**src/rtl/baud_gen_pkg.sv**
```systemverilog
package baud_gen_pkg;

  // Register byte offsets on the Wishbone bus.
  localparam logic [7:0] PRESCALE_SEL_OFFS = 8'h00;
  localparam logic [7:0] DIVISOR_OFFS = 8'h04;
  localparam logic [7:0] MODE_OFFS = 8'h08;
  localparam logic [7:0] STATUS_OFFS = 8'h0c;
  localparam logic [7:0] TX_HOLD_OFFS = 8'h10;

  // Reset values.
  localparam logic [3:0] PRESCALE_SEL_RESET = 4'h0;
  localparam logic [7:0] DIVISOR_RESET = 8'hff;

  // Field positions in the mode and status registers.
  localparam int MODE_UNIT_BIT = 7;
  localparam int MODE_TX_BIT = 6;
  localparam int MODE_RX_BIT = 5;
  localparam int STATUS_HOLD_BIT = 1;
  localparam int STATUS_SHIFT_BIT = 0;

  // Prescaler codes and divisor limits.
  localparam logic [3:0] PRESCALE_EXT_CODE = 4'hb;
  localparam logic [3:0] PRESCALE_MAX_DIV_CODE = 4'ha;
  localparam logic [7:0] DIVISOR_MIN = 8'h08;

  // Timing counts in base clock periods and bits.
  localparam logic [1:0] TX_GAP_TICKS = 2'h2;
  localparam logic [3:0] FRAME_BITS = 4'hb;
  localparam int RX_MARGIN_TICKS = 2;

  // Enable bits of the mode register.
  typedef struct packed {
    logic unit_en;
    logic tx_en;
    logic rx_en;
  } mode_t;

  // Fill flags of the two transmit buffer stages.
  typedef struct packed {
    logic holding;
    logic shifter;
  } tx_flags_t;

  // Transmit sequencer states.
  typedef enum logic [2:0] {
    TX_IDLE = 3'b001,
    TX_SEND = 3'b010,
    TX_GAP = 3'b100
  } tx_state_t;

  // Divisor actually used: values under the minimum act as the minimum.
  function automatic logic [7:0] eff_divisor(input logic [7:0] k);
    eff_divisor = (k < DIVISOR_MIN) ? DIVISOR_MIN : k;
  endfunction

endpackage

```
**src/rtl/half_rate_divider.sv**
```systemverilog
`timescale 1ns/1ps
// Divides base clock ticks by k and toggles a half-rate level on each
// reload, so one full period of the level spans 2k base ticks.
module half_rate_divider
  import baud_gen_pkg::*;
#(
  parameter int WIDTH = 8
) (
  input wire logic mclk_i,
  input wire logic srst_i,
  input wire logic ce_i,
  input wire logic run_i,
  input wire logic restart_i,
  input wire logic tick_i,
  input wire logic [WIDTH-1:0] divisor_i,
  output logic half_o,
  output logic rise_o,
  output logic fall_o
);

  logic [WIDTH-1:0] cnt_q; // Base ticks counted since the last reload.
  logic half_q; // Half-rate level.
  logic reload; // Last tick of a k-tick span.

  // The span ends when the count reaches k minus one on a tick.
  assign reload = run_i && tick_i && (cnt_q == (divisor_i - 1'b1));
  assign half_o = half_q;
  assign rise_o = reload && !half_q;
  assign fall_o = reload && half_q;

  // Counter reloads after k ticks; restart or stop clears it.
  always_ff @(posedge mclk_i) begin
    if (srst_i) begin
      cnt_q <= '0;
    end else if (ce_i) begin
      if (!run_i || restart_i) begin
        cnt_q <= '0;
      end else if (reload) begin
        cnt_q <= '0;
      end else if (tick_i) begin
        cnt_q <= cnt_q + 1'b1;
      end
    end
  end

  // Level toggles at each reload, giving a period of 2k ticks.
  always_ff @(posedge mclk_i) begin
    if (srst_i) begin
      half_q <= 1'b0;
    end else if (ce_i) begin
      if (!run_i || restart_i) begin
        half_q <= 1'b0;
      end else if (reload) begin
        half_q <= !half_q;
      end
    end
  end

endmodule // half_rate_divider

```
**src/rtl/uart_baud_rate_generator.sv**
```systemverilog
`timescale 1ns/1ps
module uart_baud_rate_generator
  import baud_gen_pkg::*;
#(
  parameter bit CHANNEL_ZERO = 1'b1, // Only channel zero has the pin.
  parameter int DIV_WIDTH = 8,
  parameter int PRESCALE_WIDTH = 10
) (
  input wire logic mclk_i,
  input wire logic srst_i,
  input wire logic ce_i,
  input wire logic wb_cyc_i,
  input wire logic wb_stb_i,
  input wire logic wb_we_i,
  input wire logic [7:0] wb_adr_i,
  input wire logic [3:0] wb_sel_i,
  input wire logic [31:0] wb_dat_i,
  output logic [31:0] wb_dat_o,
  output logic wb_ack_o,
  input wire logic ext_clk_pin_i,
  input wire logic rx_start_i,
  output logic base_tick_o,
  output logic tx_data_o,
  output logic tx_frame_done_o,
  output logic rx_latch_o,
  output logic [3:0] rx_bit_index_o,
  output logic [2:0] mode_o
);

  logic [3:0] prescale_sel_q; // Base clock source code.
  logic [7:0] divisor_q; // Divisor k.
  mode_t mode_q; // Unit, transmit and receive enables.
  tx_flags_t flags_q; // Holding and shifter full flags.
  tx_state_t tx_state_q; // Transmit sequencer state.
  logic [7:0] hold_q; // Transmit holding register.
  logic [10:0] shift_q; // Frame being shifted out, LSB first.
  logic [3:0] tx_idx_q; // Bit of the frame now on the line.
  logic [1:0] gap_q; // Extra base ticks spent between frames.
  logic tx_q; // Transmit data level.
  logic done_q; // Frame completion pulse.
  logic rx_busy_q; // Receiver is timing a frame.
  logic [3:0] rx_idx_q; // Latch instants already given.
  logic rx_latch_q; // Registered latch pulse.
  logic ack_q; // Wishbone acknowledge.
  logic [31:0] rdat_q; // Wishbone read data.
  logic [PRESCALE_WIDTH-1:0] pre_cnt_q; // Main clock prescaler.
  logic ext_s1_q, ext_s2_q, ext_s3_q; // Pin synchroniser stages.
  logic ext_stable_q; // Accepted pin level.
  logic ext_rise; // Accepted rising edge on the pin.
  logic base_tick; // One main clock wide base clock pulse.
  logic div_tick; // Prescaler tap pulse.
  logic [7:0] k_eff; // Divisor after range clamp.
  logic req; // New bus request this cycle.
  logic wr_byte; // Write that carries the low byte lane.
  logic load; // Holding register moves into the shifter.
  logic tx_fall; // Transmit bit period ends.
  logic rx_rise; // Receive latch instant.
  logic tx_run; // Transmit divider running.
  logic rx_run; // Receive divider running.
  logic [31:0] rmux; // Read data before registering.

  // Low bits of the prescaler all ones give a tap at main/2^code.
  function automatic logic tap_hit(input logic [PRESCALE_WIDTH-1:0] cnt,
                                   input logic [3:0] code);
    logic [PRESCALE_WIDTH:0] m;
    m = ({{PRESCALE_WIDTH{1'b0}}, 1'b1} << code) - 1'b1;
    tap_hit = ((cnt & m[PRESCALE_WIDTH-1:0]) == m[PRESCALE_WIDTH-1:0]);
  endfunction

  assign req = wb_cyc_i && wb_stb_i && !ack_q;
  // Byte-wide registers take only writes that enable lane zero.
  assign wr_byte = req && wb_we_i && wb_sel_i[0];
  assign k_eff = eff_divisor(divisor_q);
  assign tx_run = mode_q.unit_en && mode_q.tx_en && (tx_state_q == TX_SEND);
  assign rx_run = mode_q.unit_en && mode_q.rx_en && rx_busy_q;
  assign load = flags_q.holding && base_tick &&
                ((tx_state_q == TX_IDLE) ||
                 ((tx_state_q == TX_GAP) && (gap_q == TX_GAP_TICKS - 1'b1)));

  // Prescaler counts main clocks only while the unit is on.
  always_ff @(posedge mclk_i) begin
    if (srst_i) begin
      pre_cnt_q <= '0;
    end else if (ce_i) begin
      if (!mode_q.unit_en) begin
        pre_cnt_q <= '0;
      end else begin
        pre_cnt_q <= pre_cnt_q + 1'b1;
      end
    end
  end

  // Pin passes three stages; a change is taken when two and three agree.
  always_ff @(posedge mclk_i) begin
    if (srst_i) begin
      ext_s1_q <= 1'b0;
      ext_s2_q <= 1'b0;
      ext_s3_q <= 1'b0;
      ext_stable_q <= 1'b0;
    end else if (ce_i) begin
      ext_s1_q <= ext_clk_pin_i;
      ext_s2_q <= ext_s1_q;
      ext_s3_q <= ext_s2_q;
      if (ext_s2_q == ext_s3_q) begin
        ext_stable_q <= ext_s3_q;
      end
    end
  end

  assign ext_rise = (ext_s2_q == ext_s3_q) && ext_s3_q && !ext_stable_q;
  assign div_tick = tap_hit(pre_cnt_q, prescale_sel_q);

  // Base clock source; reserved codes and a disabled unit give none.
  always_comb begin
    base_tick = 1'b0;
    if (mode_q.unit_en) begin
      if (prescale_sel_q <= PRESCALE_MAX_DIV_CODE) begin
        base_tick = div_tick;
      end else if (prescale_sel_q == PRESCALE_EXT_CODE) begin
        base_tick = CHANNEL_ZERO && ext_rise;
      end else begin
        base_tick = 1'b0;
      end
    end
  end

  assign base_tick_o = base_tick && ce_i;

  // Transmit divider restarts with each frame it times.
  half_rate_divider #(
    .WIDTH(DIV_WIDTH)
  ) tx_div (
    .mclk_i(mclk_i),
    .srst_i(srst_i),
    .ce_i(ce_i),
    .run_i(tx_run),
    .restart_i(load),
    .tick_i(base_tick),
    .divisor_i(k_eff),
    .half_o(),
    .rise_o(),
    .fall_o(tx_fall)
  );

  // Receive divider restarts on every start bit detection.
  half_rate_divider #(
    .WIDTH(DIV_WIDTH)
  ) rx_div (
    .mclk_i(mclk_i),
    .srst_i(srst_i),
    .ce_i(ce_i),
    .run_i(rx_run),
    .restart_i(rx_start_i),
    .tick_i(base_tick),
    .divisor_i(k_eff),
    .half_o(),
    .rise_o(rx_rise),
    .fall_o()
  );

  // Software registers; all state holds while ce_i is low.
  always_ff @(posedge mclk_i) begin
    if (srst_i) begin
      prescale_sel_q <= PRESCALE_SEL_RESET;
      divisor_q <= DIVISOR_RESET;
      mode_q <= '0;
    end else if (ce_i && wr_byte) begin
      case (wb_adr_i)
        PRESCALE_SEL_OFFS: begin
          prescale_sel_q <= wb_dat_i[3:0];
        end
        DIVISOR_OFFS: begin
          divisor_q <= wb_dat_i[7:0];
        end
        MODE_OFFS: begin
          mode_q.unit_en <= wb_dat_i[MODE_UNIT_BIT];
          mode_q.tx_en <= wb_dat_i[MODE_TX_BIT];
          mode_q.rx_en <= wb_dat_i[MODE_RX_BIT];
        end
        default: begin
        end
      endcase
    end
  end

  // Holding register takes a byte written to its offset.
  always_ff @(posedge mclk_i) begin
    if (srst_i) begin
      hold_q <= '0;
    end else if (ce_i && wr_byte && (wb_adr_i == TX_HOLD_OFFS)) begin
      hold_q <= wb_dat_i[7:0];
    end
  end

  // Full flags: a write sets holding and wins over the move that clears it.
  always_ff @(posedge mclk_i) begin
    if (srst_i) begin
      flags_q <= '0;
    end else if (ce_i) begin
      if (!mode_q.unit_en || !mode_q.tx_en) begin
        flags_q <= '0;
      end else begin
        if (wr_byte && (wb_adr_i == TX_HOLD_OFFS)) begin
          flags_q.holding <= 1'b1;
        end else if (load) begin
          flags_q.holding <= 1'b0;
        end
        if (load) begin
          flags_q.shifter <= 1'b1;
        end else if (tx_fall && (tx_idx_q == FRAME_BITS - 1'b1) &&
                     !flags_q.holding) begin
          flags_q.shifter <= 1'b0;
        end
      end
    end
  end

  // Transmit sequencer with a two tick gap between chained frames.
  always_ff @(posedge mclk_i) begin
    if (srst_i) begin
      tx_state_q <= TX_IDLE;
      gap_q <= '0;
    end else if (ce_i) begin
      if (!mode_q.unit_en || !mode_q.tx_en) begin
        tx_state_q <= TX_IDLE;
        gap_q <= '0;
      end else begin
        case (tx_state_q)
          TX_IDLE: begin
            if (load) begin
              tx_state_q <= TX_SEND;
            end
          end
          TX_SEND: begin
            if (tx_fall && (tx_idx_q == FRAME_BITS - 1'b1)) begin
              gap_q <= '0;
              tx_state_q <= flags_q.holding ? TX_GAP : TX_IDLE;
            end
          end
          TX_GAP: begin
            if (load) begin
              tx_state_q <= TX_SEND;
            end else if (base_tick) begin
              gap_q <= gap_q + 1'b1;
            end
          end
          default: begin
            tx_state_q <= TX_IDLE;
          end
        endcase
      end
    end
  end

  // Shifter builds start, data, even parity and stop, then shifts out.
  always_ff @(posedge mclk_i) begin
    if (srst_i) begin
      shift_q <= '1;
      tx_idx_q <= '0;
      tx_q <= 1'b1;
      done_q <= 1'b0;
    end else if (ce_i) begin
      done_q <= 1'b0;
      if (!mode_q.unit_en || !mode_q.tx_en) begin
        shift_q <= '1;
        tx_idx_q <= '0;
        tx_q <= 1'b1;
      end else if (load) begin
        shift_q <= {1'b1, ^hold_q, hold_q, 1'b0};
        tx_idx_q <= '0;
        tx_q <= 1'b0;
      end else if (tx_fall) begin
        if (tx_idx_q == FRAME_BITS - 1'b1) begin
          tx_idx_q <= '0;
          done_q <= 1'b1;
          tx_q <= 1'b1;
        end else begin
          shift_q <= {1'b1, shift_q[10:1]};
          tx_idx_q <= tx_idx_q + 1'b1;
          tx_q <= shift_q[1];
        end
      end
    end
  end

  // Receive timing: latch at the middle of each bit after the start.
  always_ff @(posedge mclk_i) begin
    if (srst_i) begin
      rx_busy_q <= 1'b0;
      rx_idx_q <= '0;
      rx_latch_q <= 1'b0;
    end else if (ce_i) begin
      rx_latch_q <= 1'b0;
      if (!mode_q.unit_en || !mode_q.rx_en) begin
        rx_busy_q <= 1'b0;
        rx_idx_q <= '0;
      end else if (rx_start_i) begin
        rx_busy_q <= 1'b1;
        rx_idx_q <= '0;
      end else if (rx_rise) begin
        rx_latch_q <= 1'b1;
        if (rx_idx_q == FRAME_BITS - 1'b1) begin
          rx_busy_q <= 1'b0;
          rx_idx_q <= '0;
        end else begin
          rx_idx_q <= rx_idx_q + 1'b1;
        end
      end
    end
  end

  // Read data: byte registers in the low lane, upper bits zero.
  always_comb begin
    rmux = '0;
    case (wb_adr_i)
      PRESCALE_SEL_OFFS: rmux[3:0] = prescale_sel_q;
      DIVISOR_OFFS: rmux[7:0] = divisor_q;
      MODE_OFFS: begin
        rmux[MODE_UNIT_BIT] = mode_q.unit_en;
        rmux[MODE_TX_BIT] = mode_q.tx_en;
        rmux[MODE_RX_BIT] = mode_q.rx_en;
      end
      STATUS_OFFS: begin
        rmux[STATUS_HOLD_BIT] = flags_q.holding;
        rmux[STATUS_SHIFT_BIT] = flags_q.shifter;
      end
      default: rmux = '0;
    endcase
  end

  // Bus answers every request one cycle later, unmapped ones too.
  always_ff @(posedge mclk_i) begin
    if (srst_i) begin
      ack_q <= 1'b0;
      rdat_q <= '0;
    end else if (ce_i) begin
      ack_q <= req;
      if (req && !wb_we_i) begin
        rdat_q <= rmux;
      end
    end
  end

  assign wb_ack_o = ack_q;
  assign wb_dat_o = rdat_q;
  assign tx_data_o = tx_q;
  assign tx_frame_done_o = done_q;
  assign rx_latch_o = rx_latch_q;
  assign rx_bit_index_o = rx_idx_q;
  assign mode_o = mode_q;

endmodule // uart_baud_rate_generator

```
**config.mk**
```make
export PLATFORM = sky130hd
export DESIGN_NAME = uart_baud_rate_generator
export DESIGN_NICKNAME = d
export VERILOG_FILES = /design/src/rtl/baud_gen_pkg.sv /design/src/rtl/half_rate_divider.sv /design/src/rtl/uart_baud_rate_generator.sv
export SDC_FILE = /design/constraint.sdc
export NUM_CORES = 1
export LEC_CHECK = 0
export BUFFER_PORTS_ARGS = -buffer_cell sky130_fd_sc_hd__buf_4
export CAP_MARGIN = 20
export CORE_MARGIN = 10
export CORE_UTILIZATION = 60
export CTS_BUF_LIST = sky130_fd_sc_hd__clkbuf_16
export CTS_CLUSTER_DIAMETER = 150
export DETAILED_ROUTE_END_ITERATION = 6
export MAX_ROUTING_LAYER = met4
export PLACE_DENSITY = 0.85
export RECOVER_POWER = 100
export SYNTH_ARGS = -nofsm -noshare
export SYNTH_HDL_FRONTEND = slang
export SYNTH_SLANG_ARGS = --single-unit
```
**constraint.sdc**
```tcl
create_clock -name mclk_i -period 5.7 [get_ports mclk_i]
set_input_delay 0.57 -clock mclk_i [delete_from_list [all_inputs] [get_ports mclk_i]]
set_output_delay 0.57 -clock mclk_i [all_outputs]
set_load 0.02 [all_outputs]
```
# After elaboration in Yosys (flattened, before gate mapping)
# Index checks and enable logic that the tools add are counted.
classes:
  n_addsub: 8
  order_cmp: 2
  n_eq_ne: 20
  shift: 1
  mux: 61
  bitwise: 1
  reduce_logical: 72
ops:
  columns: ["op", "count"]
  rows:
  - ["8-bit two-way mux", 7]
  - ["11-bit two-way mux", 4]
  - ["4-bit two-way mux", 8]
  - ["1-bit two-way mux", 27]
  - ["1-bit logical AND", 26]
  - ["2-bit AND reduction", 13]
  - ["3-bit nonzero test", 8]
  - ["8-bit by 1-bit adder with 8-bit output, second input constant", 2]
  - ["8-bit by 4-bit equality test with 1-bit output, second input constant", 2]
  - ["8-bit equality test", 2]
  - ["4-bit equality test, second input constant", 3]
  - ["3-bit two-way mux", 4]
  - ["3-bit case mux with 2 select lines", 2]
  - ["1-bit zero test", 11]
  - ["10-bit by 1-bit adder with 10-bit output, second input constant", 1]
  - ["10-bit AND", 1]
  - ["10-bit equality test", 1]
  - ["10-bit two-way mux", 1]
  - ["2-bit two-way mux", 5]
  - ["1-bit by 4-bit left shift with 10-bit output, first input constant", 1]
  - ["10-bit by 1-bit subtractor with 10-bit output, second input constant", 1]
  - ["3-bit AND reduction", 3]
  - ["4-bit by 1-bit adder with 4-bit output, second input constant", 2]
  - ["8-bit by 3-bit equality test with 1-bit output, second input constant", 1]
  - ["21 further kinds", 29]
word_totals:
  register_bits: 94
  inputBits: 52
  wordCells: 193

# Depth between registers and ports, before layout
# Gate-level depths: netlist (run 1).
depth:
  word_depth: 14
  mapped_depth: 14
  ltp_nobuf: 12

# Modules after synthesis
# Synthesis (run 1) repeated with hierarchy kept, for this count alone.
hier_totals:
  hier_cells: 668
  area_unflattened_um2: 5435.2
by_module_without_submodules:
  columns: ["mod", "n_inst", "cells_each", "area_per_inst_um2"]
  rows:
  - ["uart_baud_rate_generator", 1, 494, 4003.8]
  - ["half_rate_divider", 2, 87, 715.7]

# Worst setup path after synthesis (run 1)
# Ideal clock, no wire load.
synth_path:
  kind: "reg2reg"
  startpoint: "reg divisor_q[5]"
  endpoint: "reg flags_q[0] in the netlist's numbering"
  setup_ps: 133
  arrival_ps: 3782
  setup_slack_ps: 1786
  stages_incl_launch_ff: 15
  path_buffers: 3
  synth_period_minus_slack_ps: 3914
  path_cell_list: "dfxtp_1 -> buf_2 -> or3_1 -> clkbuf_1 -> o31ai_1 -> ha_1 -> or3b_1 -> buf_2 -> o31a_1 -> or3_1 -> a211o_1 -> or4_4 -> nor4_2 -> nand3b_1 -> a31oi_1"
synth_between:
  elab_chain_len: 10
synth_lines:
  columns: ["item", "line", "rtl"]
  rows:
  - ["start, declared", "uart_baud_rate_generator.sv:31", "logic [7:0] divisor_q;"]
  - ["start signal, assigned", "uart_baud_rate_generator.sv:173", "divisor_q <= wb_dat_i[7:0];"]
  - ["8-bit by 4-bit < comparator with 1-bit output", "baud_gen_pkg.sv:53", "eff_divisor = (k < DIVISOR_MIN) ? DIVISOR_MIN : k;"]
  - ["8-bit two-way mux (*)", "baud_gen_pkg.sv:53", null]
  - ["8-bit by 1-bit subtractor with 8-bit output (*)", "half_rate_divider.sv:26", "assign reload = run_i && tick_i && (cnt_q == (divisor_i - 1'b1));"]
  - ["8-bit equality test (*)", "half_rate_divider.sv:26", null]
  - ["1-bit logical AND (*)", "half_rate_divider.sv:26", null]
  - ["1-bit logical AND (*)", "half_rate_divider.sv:29", "assign fall_o = reload && half_q;"]
  - ["1-bit logical AND (*) (2 in series)", "uart_baud_rate_generator.sv:210", "end else if (tx_fall && (tx_idx_q == FRAME_BITS - 1'b1) &&"]
  - ["3-bit nonzero test (no line) (*)", null, null]
  - ["2-bit AND reduction (no line) (*)", null, null]
  - ["end, declared", "uart_baud_rate_generator.sv:33", "tx_flags_t flags_q;"]
# Mark *: on every way between the ends. The rest lies on a longest branch, timed or not.
# A chain may end at the register's enable or synchronous reset.

# Worst setup path in the final report (run 1)
layout_path:
  startpoint: "reg divisor_q[5]"
  endpoint: "reg shift_q[1]"
layout_between:
  elab_chain_len: 8
layout_lines:
  columns: ["item", "line", "rtl"]
  rows:
  - ["8-bit by 4-bit < comparator with 1-bit output", "baud_gen_pkg.sv:53", null]
  - ["8-bit two-way mux (*)", "baud_gen_pkg.sv:53", null]
  - ["8-bit by 1-bit subtractor with 8-bit output (*)", "half_rate_divider.sv:26", null]
  - ["8-bit equality test (*)", "half_rate_divider.sv:26", null]
  - ["1-bit logical AND (*)", "half_rate_divider.sv:26", null]
  - ["1-bit logical AND (*)", "half_rate_divider.sv:29", null]
  - ["3-bit nonzero test (no line) (*)", null, null]
  - ["3-bit AND reduction (no line) (*)", null, null]
  - ["end signal, assigned", "uart_baud_rate_generator.sv:269", "shift_q <= {1'b1, ^hold_q, hold_q, 1'b0};"]
  - ["end signal, assigned", "uart_baud_rate_generator.sv:278", "shift_q <= {1'b1, shift_q[10:1]};"]
  - ["end, declared", "uart_baud_rate_generator.sv:36", "logic [10:0] shift_q;"]
# Marks and branches as above.

==> run metrics, run 1 <==
run status=finished with violations; violated checks=max-capacitance violations, max-slew violations; DPL Wire Length=10800 um; Final ANT Viol Nets=0; cell with the most instances after synthesis=dfxtp_1; pin count of the biggest net entering global routing=53; area share of the largest cell type after synthesis=between 30% and 40%; WP data required=5.94 ns; Fin. Hold Viols=0; CP Cell Sequence=or3_1 > o31ai_1 > ha_1 > or3b_1 > nor3_1 > o21a_1 > o2111ai_1 > a2111oi_0 > o31ai_1 > clkbuf_1 > a221oi_1 > nand2_1; max-cap viol count=1; Slew @ Worst Pin=about 1.8 ns; crit-path leading delay family=compound AO/OA/AOI/OAI gates; Post-Syn Area per Cell=7.97 um^2; Synth Flop Type=dfxtp_1; Final nets=roughly 760; DP Worst Slack=1.04 ns; final number of setup-violating endpoints=0; CTS Hold Bufs=0; fin crit share=82.6%; initial antenna violation count=0; CTS clk-pin slew, worst paths=0.07 ns; crit path time final=4.71 ns; TritonCTS clock tree=built; vias in the first global route=around 5000; Post-Place Cells=between 700 and 800; IO Pins=96; Slowest-stage cell, CP=or3_1; overall global routing resource usage=22.7%; unrepaired setup endpoints after global routing=no; Hold Crit Class=flop to flop; Peak Freq=213 MHz; P&R area growth vs syn=9.02%; Final WS setup=0.994 ns; kind of critical path=flop to flop; drt initial violations=between 500 and 600; first-pass GRT wire length=24200 um; Post-CTS Setup Inserts=0; Post-synth EDFFs=0; Synth warnings=0; synth unique cells=73; Chip Width=115 um; Synth area leaders=dfxtp_1, nand2_1, nor2_1, nand3_1, a21oi_1; drt total wl=approximately 15000 um; Vias/cell=6.46; Power Density=243 mW/mm^2; arrival time worst endpoint=4.95 ns; setup TNS=0 ns; Clock Skews=0.00739 ns; Synth area leader=dfxtp_1; clock tree buffer depth=2; Num CTS Buffers=9; Filler cells=763; Worst slew margin=-17.8%; IR drop worst, VDD=0.000164 V; vias=5262; CP endpoint kind=flop; Mapped Area=0.00541 mm^2; chip height=between 100 and 150 um; Final Non-Filler Cells=814; core area=0.00876 mm^2; Sink Count=between 90 and 100; CP max FO=16; most used cell, CP=o31ai_1; layout cell share with drive strength beyond 1=between 7 and 8%; total gr overflow=0; Clk Latency, worst-skew pair=0.35 ns; cells after synthesis=679; CTS H-tree lvls=3; list of most frequent post-synthesis cells=dfxtp_1, nand2_1, nor2_1; post_cts resized=0; Setup crit start kind=flop; Site Rows=34; gpl congestion=0.944; Seq cells post-synth=approximately 90; leak pwr=around 2.2 nW; number of buffers and inverters on the critical path=1; Clock Tree Root=clkbuf_16; final count of pins violating max slew=38; port bufs=44; DRC=0; Diodes inserted=0; drt first pass iters=6; sequential-to-total area share from yosys stat=between 30% and 40%; Avg WL per Cell=18.2 um; starting density of the core=61.7%; die area=0.0132 mm^2; Post-synth ARST share=0%; CP peak stage delay=0.56 ns
==> sequential cells by signal, indices dropped and copies added, names as in the netlist, 2 cells and up <==
signal	count
wb_dat_o	8
divisor_q	8
tx_state_q	3
pre_cnt_q	10
mode_o	3
tx_div.cnt_q	8
hold_q	8
flags_q	2
shift_q	9
rx_bit_index_o	4
rx_div.cnt_q	8
gap_q	2
tx_idx_q	4
prescale_sel_q	4
==> layout make-up <==
type / count / area [um^2] / share of cell area (%)
multi-input combinational: 536 / 3250 / 55.1
sequential: 92 / 1840 / 31.2
timing repair buffer: 46 / 263 / 4.46
clock buffer: 9 / 225 / 3.82
tap: 108 / 135 / 2.29
clock inverter: 7 / 121 / 2.06
inverter: 16 / 60.1 / 1.02
==> layer usage <==
layer / GRT usage, % / vias to the layer above / share of wire, %
li1: - / 2462 / -
met1: 28.4 / 2481 / 42
met2: 35.1 / 281 / 45
met3: 4.95 / 38 / 9.9
met4: 8.66 / 0 / 2.5
met5: - / - / 0
==> power breakdown <==
part / total, W / switching, W / internal (W)
registers: 0.000651 / 0.00000386 / 0.000648
logic: 0.0000736 / 0.0000528 / 0.0000208
clock network: 0.000706 / 0.000274 / 0.000432
==> cells in the final DEF, fill, tap and decap left out, drive strengths merged, types with 5 or more instances in the layout <==
| cell | synthesis | layout |
|---|---|---|
| clkbuf | 27 | 31 |
| nand4 | 13 | 13 |
| nor4 | 8 | 8 |
| or3 | 14 | 14 |
| xnor2 | 15 | 15 |
| ha | 11 | 11 |
| buf | 31 | 24 |
| inv | 16 | 18 |
| a211oi | 5 | 5 |
| o31ai | 6 | 6 |
| and3 | 6 | 6 |
| a221oi | 11 | 11 |
| a31oi | 10 | 10 |
| a21oi | 38 | 38 |
| nand2 | 87 | 87 |
| nor3 | 17 | 17 |
| o21ai | 25 | 25 |
| mux2i | 19 | 19 |
| nor2 | 64 | 64 |
| nand3b | 7 | 7 |
| or2 | 5 | 5 |
| nand3 | 43 | 43 |
| a21o | 6 | 6 |
| nand4b | 5 | 5 |
| nand2b | 6 | 6 |
| and2 | 6 | 6 |
| xor2 | 14 | 14 |
| conb | 1 | 24 |
| dfxtp | 92 | 92 |
==> logic make-up after synthesis <==
group	count (synthesis)	synth area share, %
AND/OR/NAND/NOR	307	29.0
AO/OA/AOI/OAI	144	18.3
flip-flops	92	34.1
buffers and inverters	74	6.96
XOR/XNOR	31	5.53
multiplexers	19	3.52
adder cells (fa/ha/maj)	11	2.54
other	1	0.0693
==> path summary, 6_finish.rpt <==
path / cells past startpoint / endpoint / slack, ns / start
hold reg to reg: 2 / shift_q[2] / 0.45 / shift_q[3]
hold / removal: 2 / shift_q[2] / 0.45 / shift_q[3]
setup reg to reg: 12 / shift_q[1] / 0.99 / divisor_q[5]
setup / recovery: 12 / shift_q[1] / 0.99 / divisor_q[5]
==> metrics by stage <==
step / hold slack, ns / util, % / total power (W) / instance area (um^2)
after floorplan: 0.423 / - / 0.000723 / 5500
after global placement: 0.427 / 64.5 / 0.000736 / 5650
after detailed placement: 0.436 / 64.5 / 0.000738 / 5650
after CTS: 0.447 / 68.4 / 0.00143 / 6000
after global routing: 0.463 / 67.3 / 0.00147 / 5900
final: 0.445 / 67.3 / 0.00143 / 5900
==> worst min-delay path: stages, from the launching register on <==
cell and delay, ns:
dfxtp_1 0.31, nand2_1 0.05, nand2_1 0.04
No activity file was read; power rests on OpenSTA's default activity.
==> run 2, diff against run 1 <==
--- a/config.mk
+++ b/config.mk
@@ -5,15 +5,16 @@
 export SDC_FILE = /design/constraint.sdc
 export NUM_CORES = 1
 export LEC_CHECK = 0
+export ABC_AREA = 1
 export BUFFER_PORTS_ARGS = -buffer_cell sky130_fd_sc_hd__buf_4
 export CAP_MARGIN = 20
 export CORE_MARGIN = 10
-export CORE_UTILIZATION = 60
+export CORE_UTILIZATION = 51
 export CTS_BUF_LIST = sky130_fd_sc_hd__clkbuf_16
 export CTS_CLUSTER_DIAMETER = 150
 export DETAILED_ROUTE_END_ITERATION = 6
 export MAX_ROUTING_LAYER = met4
-export PLACE_DENSITY = 0.85
+export PLACE_DENSITY = 0.77
 export RECOVER_POWER = 100
 export SYNTH_ARGS = -nofsm -noshare
 export SYNTH_HDL_FRONTEND = slang
==> constraint.sdc (replaced) <==
create_clock -name mclk_i -period 4.3 [get_ports mclk_i]
set_input_delay 0.43 -clock mclk_i [delete_from_list [all_inputs] [get_ports mclk_i]]
set_output_delay 0.43 -clock mclk_i [all_outputs]
set_load 0.02 [all_outputs]
==> run 2 against run 1 <==
  * Clock power up 18%
  * Design area up 0.49%
  * Combinational power up 70%
  * Final cell count up 20%
  * First-iteration DRC count down 41%
  * The run now ends clean
  * Critical path depth up 7
  * Total power up 28%
==> run metrics, run 2 <==
drt initial violations=330; placed cell areas=0.00574 mm^2; Synth area leader=dfxtp_1; drt total wl=13400 um; Seq. cell area=0.00184 mm^2; Worst slew margin=26.8%; fin crit share=80.3%; initial antenna violation count=0; clock tree buffer depth=2; Final nets=902; core area=0.0103 mm^2; leak pwr=between 2 and 3 nW; commonest non-fill, non-tap cell in the layout=nand2_1; Clock Tree Root=clkbuf_16; Hold Crit Class=input pin to flop; pin count of the biggest net entering global routing=47; Vias/cell=5.22; Diodes inserted=0; CP peak stage delay=0.41 ns; TritonCTS clock tree=built; Largest regs=pre_cnt_q (10), shift_q (9); cells after synthesis=800; arrival time worst endpoint=3.63 ns; Power Density=between 300 and 400 mW/mm^2; max-cap viol count=0; Sequential Power Share=47.7%; Seq cells post-synth=92; kind of critical path=flop to flop; CP Cell Sequence=nor2_1 > nand3_1 > nand2_1 > ha_1 > inv_1 > nor2_1 > nand4_1 > nand2_1 > nor2_1 > nor2_1 > nand2_1 > nor2_2 > nand2_2 > nor2_1 > nand2_1 > o21ai_4 > nand2_1 > nand2_1 > nand3_1; vias=about 5100; CTS Hold Bufs=0; Sw Ratio=23.3%; Mapped Area=0.00540 mm^2; overall global routing resource usage=18.4%; crit path time final=3.45 ns; crit-path leading delay family=simple AND/OR/NAND/NOR gates; Post-synth EDFFs=0; most used cell, CP=nand2_1; gpl congestion=~0.92; Avg WL per Cell=13.7 um; internal power=0.00140 W; vias in the first global route=4733; Post-synth ARST share=0%; die area=between 0.015 and 0.02 mm^2; CTS H-tree lvls=3; IO Pins=96; layout cell share with drive strength beyond 1=8.65%; area share of the largest cell type after synthesis=approximately 34%; most frequent cells in the layout=nand2_1, nor2_1, dfxtp_1; P&R area growth vs syn=9.81%; Slew @ Worst Pin=1.10 ns; DRC=0; Synth warnings=0; chip height=123 um; design area=0.00593 mm^2; Final ANT Viol Nets=0; sequential-to-total area share from yosys stat=between 30% and 40%; Site Rows=37; total power=around 0.0018 W; DPL Wire Length=9960 um; Clock Skews=around 0.0068 ns; WP data required=around 4.5 ns; post_cts resized=0; Post-Syn Area per Cell=6.75 um^2; CTS clk-pin slew, worst paths=roughly 0.06 ns; cell with the most instances after synthesis=nand2_1; Setup crit start kind=flop; first-pass GRT wire length=22200 um; final count of pins violating max slew=0; CP endpoint kind=flop; Synth Flop Type=dfxtp_1; Switch Pwr=0.000427 W; Biggest register=pre_cnt_q; Clk Latency, worst-skew pair=0.34 ns; multi-input logic area=between 0.002 and 0.003 mm^2; IR drop worst, VDD=0.000261 V; Filler cells=1019; max reg flops=10; CP max FO=14; clock share of power=a little under half; port bufs=44; starting density of the core=between 50% and 60%; drt first pass iters=5; unrepaired setup endpoints after global routing=no; run status=finished clean; Post-CTS Setup Inserts=0; Slowest-stage cell, CP=o21ai_4; synth unique cells=41; Fin. Hold Viols=0; total gr overflow=0; Num CTS Buffers=9; list of most frequent post-synthesis cells=nand2_1, nor2_1, dfxtp_1; Sink Count=92; setup TNS=0 ns; number of buffers and inverters on the critical path=1; Synth area leaders=dfxtp_1, nand2_1, nor2_1, inv_1, nand3_1; Chip Width=123 um; final number of setup-violating endpoints=0; Peak Freq=between 200 and 300 MHz; Comb power frac=6.8%
## run 2: cell count changes after synthesis, sizes merged, moves of 12 or more
cell | previous run | this run
inv | 16 | 95
clkbuf | 27 | 10
nand4 | 13 | 29
nand2 | 87 | 189
nand3 | 43 | 65
mux2i | 19 | 0
a21oi | 38 | 57
nor2 | 64 | 114
o211ai | 2 | 14
or3 | 14 | 0
## run 2: cell families after synthesis
kind of cell    count (synthesis)  synth area share (%)
compound gates                109                  11.6
simple gates                  429                  36.5
buf+inv                       137                  11.5
other cells                     1                0.0695
xor+xnor                       21                  3.69
flops                          92                  34.1
fa+ha+maj                      11                  2.55
## run 2: cell type report
| type | count | area share, % |
|---|---|---|
| inverter | 95 | 6.02 |
| timing repair buffer | 47 | 4.62 |
| multi-input combinational | 594 | 50.2 |
| sequential | 92 | 31.1 |
| clock inverter | 7 | 1.37 |
| tap | 136 | 2.87 |
| clock buffer | 9 | 3.80 |
## run 2: routing by layer
metal	vias to the layer above	GRT usage [%]	wire length, um
met2	113	29.8	6430
met1	2350	22.8	6050
li1	2642	-	-
met5	-	-	0
met3	15	3.99	767
met4	0	4.34	154
## run 2: final timing paths
| path | startpoint | endpoint | slack, ns | depth (start not counted) |
|---|---|---|---|---|
| worst max-delay path | divisor_q[4] | tx_data_o | 0.85 | 19 |
| worst min register to register | wb_dat_o[0] | wb_dat_o[0] | 0.47 | 2 |
| worst max register to register | divisor_q[4] | tx_data_o | 0.85 | 19 |
| worst min-delay path | ext_clk_pin_i | ext_s1_q | 0.32 | 3 |
## run 2: worst min-delay path, cell delays in order
cell and delay (ns):
buf_4 0.07, nor2_1 0.03, nor2_1 0.08
## run 2: metrics by stage
step           setup WS [ns]  utilization (%)  cells  hold slack [ns]
2_1_floorplan           1.85                -    823            0.422
3_3_place_gp            1.26             55.6    964            0.437
3_5_place_dp            1.22             55.6    964            0.456
4_1_cts                 1.20             58.6    980            0.308
5_1_grt                0.479             57.4    980            0.336
6_report               0.846             57.4    980            0.318
## run 2: power by group through the flow
stage	Sequential, W	Clock [W]	Combinational [W]
2_1_floorplan	0.000893	0	0.000101
3_3_place_gp	0.000893	0	0.000125
3_5_place_dp	0.000893	0	0.000127
4_1_cts	0.000874	0.000848	0.000127
5_1_grt	0.000875	0.000877	0.000139
6_report	0.000874	0.000832	0.000125
==> run 3, diff against run 2 <==
--- a/config.mk
+++ b/config.mk
@@ -9,12 +9,12 @@
 export BUFFER_PORTS_ARGS = -buffer_cell sky130_fd_sc_hd__buf_4
 export CAP_MARGIN = 20
 export CORE_MARGIN = 10
-export CORE_UTILIZATION = 51
+export CORE_UTILIZATION = 57
 export CTS_BUF_LIST = sky130_fd_sc_hd__clkbuf_16
 export CTS_CLUSTER_DIAMETER = 150
 export DETAILED_ROUTE_END_ITERATION = 6
 export MAX_ROUTING_LAYER = met4
-export PLACE_DENSITY = 0.77
+export PLACE_DENSITY = 0.81
 export RECOVER_POWER = 100
 export SYNTH_ARGS = -nofsm -noshare
 export SYNTH_HDL_FRONTEND = slang
==> constraint.sdc (replaced) <==
create_clock -name mclk_i -period 3.2 [get_ports mclk_i]
set_input_delay 0.32 -clock mclk_i [delete_from_list [all_inputs] [get_ports mclk_i]]
set_output_delay 0.32 -clock mclk_i [all_outputs]
set_load 0.02 [all_outputs]
==> run 3 against run 2 <==
  * Register-to-register slack got worse by 0.57 ns
  * Final cell count increased by 0.10%
  * Highest routed layer unchanged
  * Design area grew 1.6%
  * Clock skew about the same
  * Non-clock buffer count increased by 8
  * Total power up 32%
  * Setup slack lost 0.57 ns
==> run metrics, run 3 (synthesis gave the netlist of run 2 again) <==
run status=finished clean; Worst slew margin=between 20% and 30%; Seq. cell area=0.00184 mm^2; Hold Worst Slack=0.215 ns; max-cap viol count=0; chip height=117 um; vias=around 5400; Power Density=401 mW/mm^2; Biggest register=pre_cnt_q; WP data required=3.38 ns; layout cell share with drive strength beyond 1=between 10% and 20%; arrival time worst endpoint=3.11 ns; CP peak stage delay=0.46 ns; drt initial violations=roughly 350; multi-input logic area=0.00303 mm^2; Sink Count=92; Hold Crit Class=input pin to flop; Final Util=65.2%; Comb power frac=7.0%; P&R area growth vs syn=11.6%; leak pwr=2.61 nW; worst flop-to-flop path startpoint=divisor_q[4]; gpl congestion=about 0.95; Hold Crit Depth=3; Sequential Power Share=48.6%; Clk Latency, worst-skew pair=0.34 ns; drt total wl=13800 um; TritonCTS clock tree=built; Avg WL per Cell=about 14 um; Site Rows=35; CP endpoint kind=flop; max reg flops=10; Setup crit start kind=flop; Chip Width=117 um; Diodes inserted=0; Hold Path End=ext_s1_q; clock tree buffer depth=2; Worst R2R End=shift_q[9]; most used cell, CP=nand2_1; CP max FO=9; drt first pass iters=5; overall global routing resource usage=19.9%; port bufs=between 40 and 50; clock share of power=44.4%; Slew @ Worst Pin=1.16 ns; vias in the first global route=5094; flop2flop setup slack=0.27 ns; fin crit share=91.5%; Clock Tree Root=clkbuf_16; Largest regs=pre_cnt_q (10), shift_q (9); kind of critical path=flop to flop; DPL Wire Length=10600 um; most frequent cells in the layout=nand2_1, nor2_1, dfxtp_1; Final nets=about 900; Filler cells=roughly 840; commonest non-fill, non-tap cell in the layout=nand2_1; unrepaired setup endpoints after global routing=no; Vias/cell=around 5.5; Fin. Hold Viols=0; CTS Hold Bufs=0; Peak Freq=342 MHz; total gr overflow=0; starting density of the core=58.4%; die area=0.0138 mm^2; setup TNS=0 ns; initial antenna violation count=0; Clock Skews=0.00706 ns; Post-Place Cells=965; Slowest-stage cell, CP=dfxtp_1; pin count of the biggest net entering global routing=34; Num CTS Buffers=9; Switch Pwr=0.000592 W; core area=0.00924 mm^2; IO Pins=96; IR drop worst, VDD=between 0.0002 and 0.0003 V; Final Non-Filler Cells=981; CTS H-tree lvls=3; final count of pins violating max slew=0; CTS clk-pin slew, worst paths=0.07 ns; first-pass GRT wire length=23100 um; HP Start=ext_clk_pin_i; Final ANT Viol Nets=0; crit path time final=about 3 ns; CP Cell Sequence=nor2_4 > nand3_4 > nand2_1 > ha_1 > xnor2_1 > nor2_1 > nand3_1 > nor2_1 > nand2_1 > nor2_2 > nand2_1 > nor2_4 > nand2_4 > o21ai_4 > nand3_4 > nand2_1 > nand3_1; R2R cell count=17; DRC=0; internal power=about 0.0018 W; Sw Ratio=24.5%; final number of setup-violating endpoints=0
-- run 3: cell count changes in the layout (fill, tap and decap cells not counted), sizes merged --
cell / change
buf: +8
bufinv: -1
clkinv: -2
clkinvlp: +1
inv: +2
-- run 3: power by group through the flow --
stage / clock, W / combinational (W) / sequential [W]
5_1_grt: 0.00114 / 0.000187 / 0.00118
4_1_cts: 0.00108 / 0.000172 / 0.00117
3_3_place_gp: 0 / 0.000166 / 0.00120
3_5_place_dp: 0 / 0.000172 / 0.00120
2_1_floorplan: 0 / 0.000135 / 0.00120
6_report: 0.00107 / 0.000170 / 0.00117
-- run 3: final cells by class --
cell class                 instances  share of cell area [%]
multi-input combinational        594                    50.2
inverter                          95                    5.92
clock inverter                     7                    1.23
clock buffer                       9                    3.74
sequential                        92                    30.6
timing repair buffer              55                    5.57
tap                              129                    2.68
-- run 3: stage by stage --
stage / area [um^2] / total power, W / setup WS (ns)
floorplan: 5480 / 0.00134 / 0.750
global placement: 5810 / 0.00137 / 0.392
detailed placement: 5810 / 0.00137 / 0.315
CTS: 6110 / 0.00243 / 0.260
global route: 6020 / 0.00250 / 0.0338
finish: 6020 / 0.00242 / 0.273
-- run 3: worst max path at each step --
stage | from | endpoint | slack [ns] | cells after the start
2_1_floorplan | divisor_q[4] | shift_q[1] | 0.75 | 19
3_3_place_gp | divisor_q[6] | shift_q[4] | 0.39 | 19
3_5_place_dp | divisor_q[6] | shift_q[9] | 0.32 | 19
4_1_cts | divisor_q[6] | shift_q[9] | 0.26 | 19
5_1_grt | prescale_sel_q[0] | base_tick_o | 0.03 | 14
6_report | divisor_q[4] | shift_q[9] | 0.27 | 17
-- run 3: worst max-delay path, delay by kind of cell (launching register included) --
kind	cells	cell delay [ns]
xor gates and xnor gates	1	0.16
DFF	1	0.46
and+or+nand+nor	14	1.50
AOI/OAI and AO/OA	1	0.27
adders and majority gates	1	0.37
-- run 3: timing repair --
action,CTS,global route
buffers inserted,0,0
resized for setup,0,8
setup endpoints to repair,0,10
-- run 3: layer usage --
metal	up-vias	share of wire [%]	global-route usage (%)
met5	-	0	-
met4	0	2.1	6.96
met3	32	5.1	4.41
met2	159	51	33.9
met1	2499	42	22.4
li1	2662	-	-
